File: config.mk
export PLATFORM = sky130hd
export DESIGN_NAME = ttl_trip_status
export DESIGN_NICKNAME = d
export VERILOG_FILES = /design/src/logic/ttl_pkg.sv /design/src/logic/ttl_limit_reg.sv /design/src/logic/ttl_trip_status.sv
export SDC_FILE = /design/constraint.sdc
export NUM_CORES = 1
export LEC_CHECK = 0
export BUFFER_PORTS_ARGS = -buffer_cell sky130_fd_sc_hd__buf_2
export CORE_MARGIN = 8
export CORE_UTILIZATION = 46
export DETAILED_ROUTE_END_ITERATION = 10
export PLACE_DENSITY = 0.67
export SLEW_MARGIN = 20
export SYNTH_ARGS = -nofsm -noshare
export SYNTH_HDL_FRONTEND = slang
export SYNTH_SLANG_ARGS = --single-unit
File: constraint.sdc
create_clock -name clk -period 5.29 [get_ports clk]
set_input_delay 0.529 -clock clk [delete_from_list [all_inputs] [get_ports clk]]
set_output_delay 0.529 -clock clk [all_outputs]
set_load 0.005 [all_outputs]
File: src/logic/ttl_pkg.sv
/*
 Package for the temperature trip limits and status block: register
 selectors, field positions, widths and reset values.
 Assumes one 125 MHz clock and a synchronous active-high reset.
*/
package ttl_pkg;
	localparam int TTL_REG_SEL_W = 2;
	localparam logic [1:0] TTL_SEL_ALARM_HIGH = 2'h0;
	localparam logic [1:0] TTL_SEL_ALARM_LOW = 2'h1;
	localparam logic [1:0] TTL_SEL_CRITICAL = 2'h2;
	localparam logic [1:0] TTL_SEL_READING = 2'h3;
	localparam int TTL_WORD_W = 16;
	localparam int TTL_TEMP_W = 13;
	localparam int TTL_SIGN_POS = 12;
	localparam int TTL_LIM_LSB = 2;
	localparam int TTL_BELOW_POS = 13;
	localparam int TTL_ABOVE_POS = 14;
	localparam int TTL_CRIT_POS = 15;
	localparam logic [15:0] TTL_LIMIT_MASK = 16'h1ffc;
	localparam logic [15:0] TTL_LIMIT_RESET = 16'h0000;
	localparam logic [12:0] TTL_TEMP_RESET = 13'h0000;
endpackage

File: src/logic/ttl_limit_reg.sv
/*
 One writable limit register with unimplemented and zero-reading bits masked.
 Assumes write strobe and lock come from logic on the same clock.
*/
`timescale 1ns/1ps
`default_nettype none
module ttl_limit_reg (
	input wire logic clk,
	input wire logic reset,
	input wire logic wr_en,
	input wire logic locked,
	input wire logic [ttl_pkg::TTL_WORD_W-1:0] wr_data,
	output logic [ttl_pkg::TTL_WORD_W-1:0] value_q
);
	import ttl_pkg::*;
	logic [TTL_WORD_W-1:0] value_d;
	always_comb begin
		value_d = value_q;
		// RULE4 masked low bits
		if (wr_en && !locked) begin
			value_d = wr_data & TTL_LIMIT_MASK;
		end
	end
	always_ff @(posedge clk) begin
		if (reset) begin
			value_q <= TTL_LIMIT_RESET;
		end else begin
			value_q <= value_d;
		end
	end
endmodule
`default_nettype wire

File: src/logic/ttl_trip_status.sv
/*
 Temperature trip limits and status: three limit registers, lock handling,
 trip comparisons and the read-only measurement word with byte read order.
 Assumes the serial protocol engine supplies one-cycle read and write
 strobes and a byte-read strobe, and the converter gives a done pulse.
*/
`timescale 1ns/1ps
`default_nettype none
// Contract
// RULE1 - Writable signed quarter-degree upper alarm limit
// RULE2 - Writable lower alarm limit, same layout
// RULE3 - Writable signed critical limit register
// RULE4 - Two low limit bits ignored, read zero
// RULE5 - Comparisons use currently programmed limits
// RULE6 - Host disables events while changing limits
// RULE7 - Measurement register is read only
// RULE8 - Reading is 13-bit twos complement sixteenths
// RULE9 - Measurement read upper byte then lower
// RULE10 - Trip flags ignore event configuration bits
// RULE11 - Bit 13 set when below lower
// RULE12 - Bit 14 set when above upper
// RULE13 - Bit 15 set at or above critical
// RULE14 - Limits compare at quarter-degree granularity
// RULE15 - Alarm lock blocks alarm limit writes
// RULE16 - Critical lock blocks critical limit writes
// RULE17 - Reading and flags update together
module ttl_trip_status (
	input wire logic clk,
	input wire logic reset,
	input wire logic wr_stb,
	input wire logic [ttl_pkg::TTL_REG_SEL_W-1:0] wr_sel,
	input wire logic [ttl_pkg::TTL_WORD_W-1:0] wr_data,
	input wire logic rd_stb,
	input wire logic [ttl_pkg::TTL_REG_SEL_W-1:0] rd_sel,
	input wire logic byte_stb,
	input wire logic alarm_lock,
	input wire logic crit_lock,
	input wire logic conv_done,
	input wire logic [ttl_pkg::TTL_TEMP_W-1:0] conv_temp,
	output logic [ttl_pkg::TTL_WORD_W-1:0] rd_data_q,
	output logic [7:0] rd_byte_q,
	output logic below_alarm_q,
	output logic above_alarm_q,
	output logic above_crit_q
);
	import ttl_pkg::*;
	// Flags are packed by position, so the layout must tile the word exactly
	if (TTL_WORD_W != TTL_TEMP_W + 3 || TTL_SIGN_POS != TTL_TEMP_W - 1) begin : g_word_bad
		$error("reading and flags do not fill the word");
	end
	if (TTL_BELOW_POS != TTL_TEMP_W || TTL_ABOVE_POS != TTL_BELOW_POS + 1) begin : g_flag_bad
		$error("trip flags out of place");
	end

	logic [TTL_WORD_W-1:0] high_lim;
	logic [TTL_WORD_W-1:0] low_lim;
	logic [TTL_WORD_W-1:0] crit_lim;
	logic wr_high;
	logic wr_low;
	logic wr_crit;

	// Writes to the reading selector decode to nothing at all
	assign wr_high = wr_stb && (wr_sel == TTL_SEL_ALARM_HIGH);
	assign wr_low = wr_stb && (wr_sel == TTL_SEL_ALARM_LOW);
	assign wr_crit = wr_stb && (wr_sel == TTL_SEL_CRITICAL);

	// RULE1 upper limit store
	// RULE15 alarm lock gate
	ttl_limit_reg u_high (
		.clk(clk),
		.reset(reset),
		.wr_en(wr_high),
		.locked(alarm_lock),
		.wr_data(wr_data),
		.value_q(high_lim)
	);
	// RULE2 lower limit store
	ttl_limit_reg u_low (
		.clk(clk),
		.reset(reset),
		.wr_en(wr_low),
		.locked(alarm_lock),
		.wr_data(wr_data),
		.value_q(low_lim)
	);
	// RULE3 critical limit store
	// RULE16 critical lock gate
	ttl_limit_reg u_crit (
		.clk(clk),
		.reset(reset),
		.wr_en(wr_crit),
		.locked(crit_lock),
		.wr_data(wr_data),
		.value_q(crit_lim)
	);

	// Limit bits 12:0 used in place as sixteenths, low two bits zero, so the finer reading compares exactly
	logic signed [TTL_TEMP_W-1:0] high_s;
	logic signed [TTL_TEMP_W-1:0] low_s;
	logic signed [TTL_TEMP_W-1:0] crit_s;
	logic signed [TTL_TEMP_W-1:0] temp_s;
	// RULE14 quarter-degree limit scale
	assign high_s = signed'(high_lim[TTL_SIGN_POS:0]);
	assign low_s = signed'(low_lim[TTL_SIGN_POS:0]);
	assign crit_s = signed'(crit_lim[TTL_SIGN_POS:0]);
	assign temp_s = signed'(conv_temp);

	logic [TTL_TEMP_W-1:0] temp_q, temp_d;
	logic below_d, above_d, crit_d;
	always_comb begin
		temp_d = temp_q;
		below_d = below_alarm_q;
		above_d = above_alarm_q;
		crit_d = above_crit_q;
		// RULE17 atomic result update
		// RULE5 live limit comparison
		// RULE10 config-independent flags
		if (conv_done) begin
			// RULE8 signed sixteenth reading
			temp_d = conv_temp;
			// RULE11 below lower flag
			below_d = temp_s < low_s;
			// RULE12 above upper flag
			above_d = temp_s > high_s;
			// RULE13 critical at-or-above flag
			crit_d = temp_s >= crit_s;
		end
	end
	always_ff @(posedge clk) begin
		if (reset) begin
			temp_q <= TTL_TEMP_RESET;
			below_alarm_q <= 1'b0;
			above_alarm_q <= 1'b0;
			above_crit_q <= 1'b0;
		end else begin
			temp_q <= temp_d;
			below_alarm_q <= below_d;
			above_alarm_q <= above_d;
			above_crit_q <= crit_d;
		end
	end

	// RULE7 read-only measurement word
	logic [TTL_WORD_W-1:0] meas_word;
	assign meas_word = {above_crit_q, above_alarm_q, below_alarm_q, temp_q};

	// Read latches the word so both bytes come from one snapshot
	logic [TTL_WORD_W-1:0] rd_d;
	logic [7:0] byte_d;
	logic lo_next_q, lo_next_d;
	always_comb begin
		rd_d = rd_data_q;
		byte_d = rd_byte_q;
		lo_next_d = lo_next_q;
		if (rd_stb) begin
			unique case (rd_sel)
				TTL_SEL_ALARM_HIGH: rd_d = high_lim;
				TTL_SEL_ALARM_LOW: rd_d = low_lim;
				TTL_SEL_CRITICAL: rd_d = crit_lim;
				TTL_SEL_READING: rd_d = meas_word;
			endcase
			lo_next_d = 1'b0;
		end else if (byte_stb) begin
			// RULE9 upper byte first
			byte_d = lo_next_q ? rd_data_q[7:0] : rd_data_q[15:8];
			lo_next_d = ~lo_next_q;
		end
	end
	always_ff @(posedge clk) begin
		if (reset) begin
			rd_data_q <= 16'h0000;
			rd_byte_q <= 8'h00;
			lo_next_q <= 1'b0;
		end else begin
			rd_data_q <= rd_d;
			rd_byte_q <= byte_d;
			lo_next_q <= lo_next_d;
		end
	end
endmodule
`default_nettype wire

---- Word level (Yosys, flattened, before mapping) ----
Index checks and enable logic that the tools add are counted.
storage, ports and cells
  register bits ........................... 74
  bits of input ports ..................... 41
  output and inout port bits .............. 27
  word-level logic and storage cells ...... 34
operators by class
  magnitude comparators ................... 3
  equality and inequality tests ........... 5
  muxes and demuxes ....................... 2
  bitwise gates (word level) .............. 2
  reduce and logical (&&, ||, !) cells .... 12
operators by type and width
  operator            count
  $pmux 16 s4         1
  $ge 13x13->1        1
  $gt 13x13->1        1
  $lt 13x13->1        1
  $mux 8              1
  $eq 2x2->1 const B  3
  $logic_and 1x1->1   6
  $eq 2x1->1 const B  2
  $logic_not 2->1     2
  $logic_not 1->1     2
  $not 1->1           2
  $reduce_and 2->1    1
  $reduce_or 2->1     1

---- Depth between registers and ports, before layout ----
Gate-level depths: netlist of the first run.
  depth after elaboration ................. 3
  depth in mapped cells ................... 7
  depth with buffers taken out ............ 7

---- Cells and area by module ----
A second synthesis of the first run with hierarchy kept.
unflattened totals
  cells, all modules ...................... 477
  area, all modules ....................... 4,623.2 µm²
modules (own cells, without submodules)
  module           instances  cells an instance  area an instance (µm²)  seq. area each (µm²)
  ttl_trip_status  1          309                2,975.4                 820.8
  ttl_limit_reg    3          56                 549.3                   220.2

---- Worst setup path after synthesis of the first run ----
No wires, ideal clock.
  path kind ............................... input to register
  start point ............................. in conv_temp[12] in the netlist's numbering
  end point ............................... reg above_crit_q
  setup time .............................. 0.088 ns
  arrival time ............................ 1.822 ns
  required time ........................... 5.202 ns
  path slack .............................. 3.380 ns
  stages .................................. 6
  buffers on the path ..................... 0
  cell sequence ........................... ha_1 > nand4_4 > or4_4 > o211ai_2 > nor4_2 > nor4_2
between the ends
  word-level cells in the longest chain between the ends .. 1
RTL lines
  element               RTL line                source
  start, declared       ttl_trip_status.sv:39   input wire logic [ttl_pkg::TTL_TEMP_W-1:0] conv_temp,
  $ge 13x13->1          ttl_trip_status.sv:126  crit_d = temp_s >= crit_s;
  end signal, assigned  ttl_trip_status.sv:139  above_crit_q <= crit_d;
  end, declared         ttl_trip_status.sv:44   output logic above_crit_q
No other way between the ends.
A chain may end at the register's enable or synchronous reset.

---- Worst setup path after layout of the first run ----
  start point ............................. reg u_crit.value_q[12] in the netlist's numbering
  end point ............................... reg above_crit_q
between the ends
  word-level cells in the longest chain between the ends .. 1
RTL lines
  element                 RTL line                source
  start, declared         ttl_limit_reg.sv:13     output logic [ttl_pkg::TTL_WORD_W-1:0] value_q
  start signal, assigned  ttl_limit_reg.sv:28     value_q <= value_d;
  $ge 13x13->1            ttl_trip_status.sv:126
No other way between the ends.

==> results of run 1 <==
layout make-up:
class	instances	area, um2	area share [%]
Clock buffer	12	165	3.71
Clock inverter	4	72.6	1.63
Inverter	36	135	3.04
Multi-Input combinational cell	300	2140	48.1
Sequential cell	74	1480	33.3
Tap cell	105	131	2.95
Timing Repair Buffer	64	325	7.31
report_power, final:
| group | internal, mW | switching, mW | leakage (nW) | total (mW) |
|---|---|---|---|---|
| clock network | 0.303 | 0.211 | 0.119 | 0.514 |
| registers | 0.576 | 0.0146 | 0.602 | 0.591 |
| logic | 0.0656 | 0.0832 | 1.07 | 0.149 |
routing by layer:
layer	routed length (um)	track usage, %
met1	4480	21.3
met2	3940	25.9
met3	660	4.85
met4	85	5.85
met5	0	0
cell families after synthesis:
family | count (synthesis) | share of synthesized area, %
buffers and inverters | 59 | 5.88
DFF | 74 | 38.5
adders and majority gates | 32 | 10.4
and+or+nand+nor | 147 | 18.1
xor gates and xnor gates | 2 | 0.455
AOI/OAI and AO/OA | 76 | 11.9
muxes | 43 | 14.8
sequential cells by signal (all words and copies together), names as in the netlist:
register / count
u_low.value_q: 11
above_alarm_q: 1
u_high.value_q: 11
lo_next_q: 1
temp_q: 13
below_alarm_q: 1
above_crit_q: 1
rd_data_q: 16
rd_byte_q: 8
u_crit.value_q: 11
stage by stage:
step                      power, mW  cell area [um2]  utilization, %  std cells  hold slack (ns)
after detailed placement      0.753             4210            51.5        579            0.470
after global routing           1.31             4450            54.5        595            0.419
after floorplan               0.700             3850               -        433            0.442
after global placement        0.749             4210            51.5        579            0.466
after CTS                      1.26             4450            54.5        595            0.413
final                          1.25             4450            54.5        595            0.422
layout by cell type (no fill, tap or decap), types with 2 or more instances in the layout:
cell / synthesis / routed
mux4_2: 11 / 11
nand2b_1: 7 / 7
dfxtp_1: 74 / 74
a21oi_1: 51 / 51
nor4_2: 2 / 2
o21ai_1: 4 / 4
a211oi_1: 10 / 10
clkbuf_8: 0 / 12
ha_1: 32 / 32
o21ai_0: 3 / 3
nor2_1: 34 / 34
xnor2_1: 2 / 2
nand4_4: 2 / 2
bufinv_16: 0 / 2
nor3_1: 2 / 2
nor2b_1: 4 / 4
nand4_1: 3 / 3
mux2i_1: 32 / 32
buf_4: 0 / 2
inv_1: 36 / 36
nand2_1: 74 / 74
and3_1: 2 / 2
nand3_1: 8 / 8
and2_1: 2 / 2
buf_2: 4 / 62
path summary, 6_finish.rpt:
kind	slack, ns	depth (start not counted)	to
hold / removal	0.42	3	temp_q[0]
setup / recovery	3.38	7	above_crit_q
setup reg to reg	3.38	7	above_crit_q
hold reg to reg	0.48	2	u_high.value_q[9]
critical path: stages (launching register included):
cell,delay [ns]
dfxtp_1,0.38
inv_1,0.06
ha_1,0.37
nand4_4,0.12
or4_4,0.54
o211ai_2,0.10
nor4_2,0.06
nor4_2,0.20
==> flow_summary.yaml, run 1 <==
route:
  first_pass_iters: 4
  routed_wl_um: 9170
  vias_per_cell: 5.26
  avgRoutedWirePerCell_um: 15.4
  ant_nets: 0
  drtIter0Drc: 118
  vias: 3130
  drcViolationCount: 0
global_routing:
  grt_antenna_before_repair: 0
  track_usage_pct: 16.6
  grt_pass1_vias: 3151
  grt_pass1_wl_um: 15200
  gr-total-overflow: 0
  grt_max_degree: 76
run_status:
  status: "finished, final reports clean"
logic_synthesis:
  synth_edf_count: 0
  synth.area.top_cells: "dfxtp_1, ha_1, mux2i_1"
  synth-main-ff-cell: "dfxtp_1"
  netlist_area_um2: 3850
  syn_inst: 433
  ys_types: 39
  synth_seq_cells: 74
  syn_avg_cell_area_um2: 8.89
  synth_common_cells: "dfxtp_1, nand2_1, a21oi_1"
  synth_top_area_share_pct: 38.5
  syn_nets: 506
  seq_area_frac_synth_pct: 38.5
  synth_async_sr_flop_share_pct: 0
  yosys.area.top_type: "dfxtp_1"
  yosysWarnings: 0
sta:
  drv_slew: 0
  fin_tns_setup_ns: 0
  setup_slack_ns: 3.38
  finClkSkew_ns: 0.00542
  setup_viol: 0
  max-slew-margin-rel_pct: 35.1
  fmax_mhz: 525
  rsz0062_at_grt: "false"
  hold_viol_final: 0
  worstMarginPinSlew_ns: 0.972
  period_share_pct: 36.0
  period_minus_slack_ns: 1.91
die:
  rows: 33
  ios: 68
  die_y_um: 107
  initial_utilization_pct: 47.1
  fp.dieW_um: 107
  dieArea_um2: 11500
  core-area_um2: 8180
power_and_ir_drop:
  p_per_area_nw_per_um2: 282
  ir_drop_mv: 0.158
  leakage_nw: 1.79
placement:
  gp_congestion: 0.792
  hpwl_um: 6980
  io_buffers: 62
  preCtsSetupSlack_ns: 3.14
setup_path:
  worstPathRequired_ns: 5.57
  cp.arrival_ns: 2.19
  cp-startpoint: "u_crit.value_q[12]"
  crit_path_end_kind: "register"
  r2r-start: "u_crit.value_q[12]"
  worstSetupPathType: "reg -> reg"
  crit_fanout: 4
  startpoint_type: "register"
clock_network:
  clk_latency_ns: 0.36
  cts.sink_count: 74
  cts.clk_slew.worst_paths_ns: 0.08
  htreeDepth: 3
  cts_resized: 0
  cts_setup_buffers: 0
  cts_buffers: 9
  cts_root_buffer: "clkbuf_8"
  clock_path_buffers: 2
  postCtsHoldBufs: 0
  cts_tree: "yes"
final_layout:
  diodes: 0
  drive_gt1_share_pct: 20.4
  fillers: 765
  layout.nets: 558
  syn2layout_area_growth_pct: 15.7
job:
  maxCapViolations: 0
min_path:
  min_from: "conv_temp[0]"
  hold_class: "in -> reg"
No activity file was read; power rests on OpenSTA's default activity.
==> inputs of run 2 (changes only) <==
PLACE_DENSITY = 0.69   (was 0.67)
clock period = 1.62 ns   (was 5.29 ns; I/O delays follow)
==> run 2 against run 1 <==
The flow now finishes with violations (setup timing). Utilization rose by 8.4 points. Clock power rose to 2.9 times the previous value. Critical path depth unchanged. First-iteration DRC count grew 89%. Clock skew up 0.0021 ns. Power increased to 3.3 times the previous value. Flip-flop and latch count stayed put. Sequential share of layout area shrank 4.0 points. Sequential power increased to 3.3 times the previous value. Cell count up 7.9%. Worst setup slack worse by 3.5 ns. Maximum frequency up 12%. Largest power group unchanged. Highest routed layer unchanged.
==> flow_summary.yaml, run 2 (synthesis gave the netlist of run 1 again) <==
clock_network:
  cts.clk_slew.worst_paths_ns: 0.08
  htreeDepth: 3
  postCtsHoldBufs: 0
  cts_root_buffer: "clkbuf_8"
  cts_buffers: 9
  clock_path_buffers: 2
  clk_latency_ns: 0.36
  cts.sink_count: 74
  cts_tree: "yes"
final_layout:
  final_util_pct: 62.9
  reg_top3: "rd_data_q: 16 flops, temp_q: 13 flops"
  layout.nets: 605
  drive_gt1_share_pct: 39.1
  final_cell_area_um2: 5140
  syn2layout_area_growth_pct: 33.5
  largest_reg_flops: 16
  regMostFlops: "rd_data_q"
  diodes: 0
  layout_commonest_cell: "nand2_1"
  fin_cells: 642
  layout_common_cells: "nand2_1, buf_2, dfxtp_1"
die:
  rows: 33
  initial_utilization_pct: 47.1
  core-area_um2: 8180
  ios: 68
  fp.dieW_um: 107
  die_y_um: 107
  dieArea_um2: 11500
placement:
  preCtsSetupSlack_ns: -0.144
  io_buffers: 62
  hpwl_um: 7770
  placed_cell_area_um2: 4680
  dp.cells: 625
  gp_congestion: 0.874
sta:
  setup_viol: 3
  finClkSkew_ns: 0.00751
  fin_tns_setup_ns: -0.200
  worstMarginPinSlew_ns: 0.588
  setup_slack_ns: -0.0841
  max-slew-margin-rel_pct: 60.8
  fmax_mhz: 587
  rsz0062_at_grt: "true"
  whs_ns: 0.0492
  period_share_pct: 105
  drv_slew: 0
  hold_viol_final: 0
  period_minus_slack_ns: 1.70
global_routing:
  grt_antenna_before_repair: 0
  grt_max_degree: 45
  grt_pass1_wl_um: 17500
  track_usage_pct: 19.1
  gr-total-overflow: 0
  grt_pass1_vias: 3582
power_and_ir_drop:
  clockPowerShare_pct: 36.7
  power_mw: 4.09
  ir_drop_mv: 0.448
  p_per_area_nw_per_um2: 797
  switching_power_mw: 1.13
  leakage_nw: 2.06
  p_seq_share_pct: 47.1
  pwr-share-comb_pct: 16.2
  sw_frac_of_total_pct: 27.6
  p_int_mw: 2.96
setup_path:
  startpoint_type: "register"
  crit_fanout: 3
  worstSetupPathType: "reg -> reg"
  reg2reg_slack_ns: -0.08
  crit_path_end_kind: "register"
  cp.arrival_ns: 1.97
  worstPathRequired_ns: 1.88
route:
  avgRoutedWirePerCell_um: 17.1
  drtIter0Drc: 223
  vias: 3447
  ant_nets: 0
  vias_per_cell: 5.37
  first_pass_iters: 4
  routed_wl_um: 11000
  drcViolationCount: 0
min_path:
  hold_class: "in -> reg"
job:
  maxCapViolations: 0
run_status:
  status: "finished, violations left"
  violations: "setup timing"
-- run 2: layout make-up --
type,count,area [um2]
multi-input cells,300,2460
well taps,105,131
inverters,36,135
clock buffers,11,141
clock inverters,5,61.3
flip-flops and latches,74,1510
fillers,672,3040
repair buffers,111,703
-- run 2: timing repair --
action | 4_1_cts | 5_1_grt
setup buffers | 0 | 1
endpoints found under the hold margin | 0 | 0
pin swaps | 10 | 14
resized for setup | 21 | 33
setup endpoints to repair | 3 | 3
-- run 2: critical path, cell delays in order, from the launching register on --
cell and delay (ns):
dfxtp_1 0.34, inv_1 0.07, ha_4 0.28, nand4_1 0.14, a211oi_2 0.33, a2111oi_4 0.10
xnor2_1 0.16, o41ai_2 0.21
-- run 2: worst paths after layout --
path,startpoint,to,cells past startpoint
worst max-delay path,u_high.value_q[8],above_alarm_q,7
worst min register to register,u_low.value_q[3],u_low.value_q[3],2
worst max register to register,u_high.value_q[8],above_alarm_q,7
worst min-delay path,wr_data[5],u_high.value_q[5],3
-- run 2: layer usage --
metal | GRT usage (%) | vias to the layer above | routed length, um
met4 | 5.45 | 0 | 153
met3 | 5.69 | 15 | 829
met1 | 24.6 | 1617 | 4970
met2 | 30.3 | 128 | 5000
li1 | - | 1687 | -
met5 | 0 | - | 0
-- run 2: power groups by stage --
stage                     combinational [mW]  clock, mW  sequential, mW
after global placement                 0.573          0            1.96
after floorplan                        0.343          0            1.96
after CTS                              0.620       1.54            1.93
after detailed placement               0.588          0            1.97
final                                  0.662       1.50            1.93
after global routing                   0.727       1.62            1.94
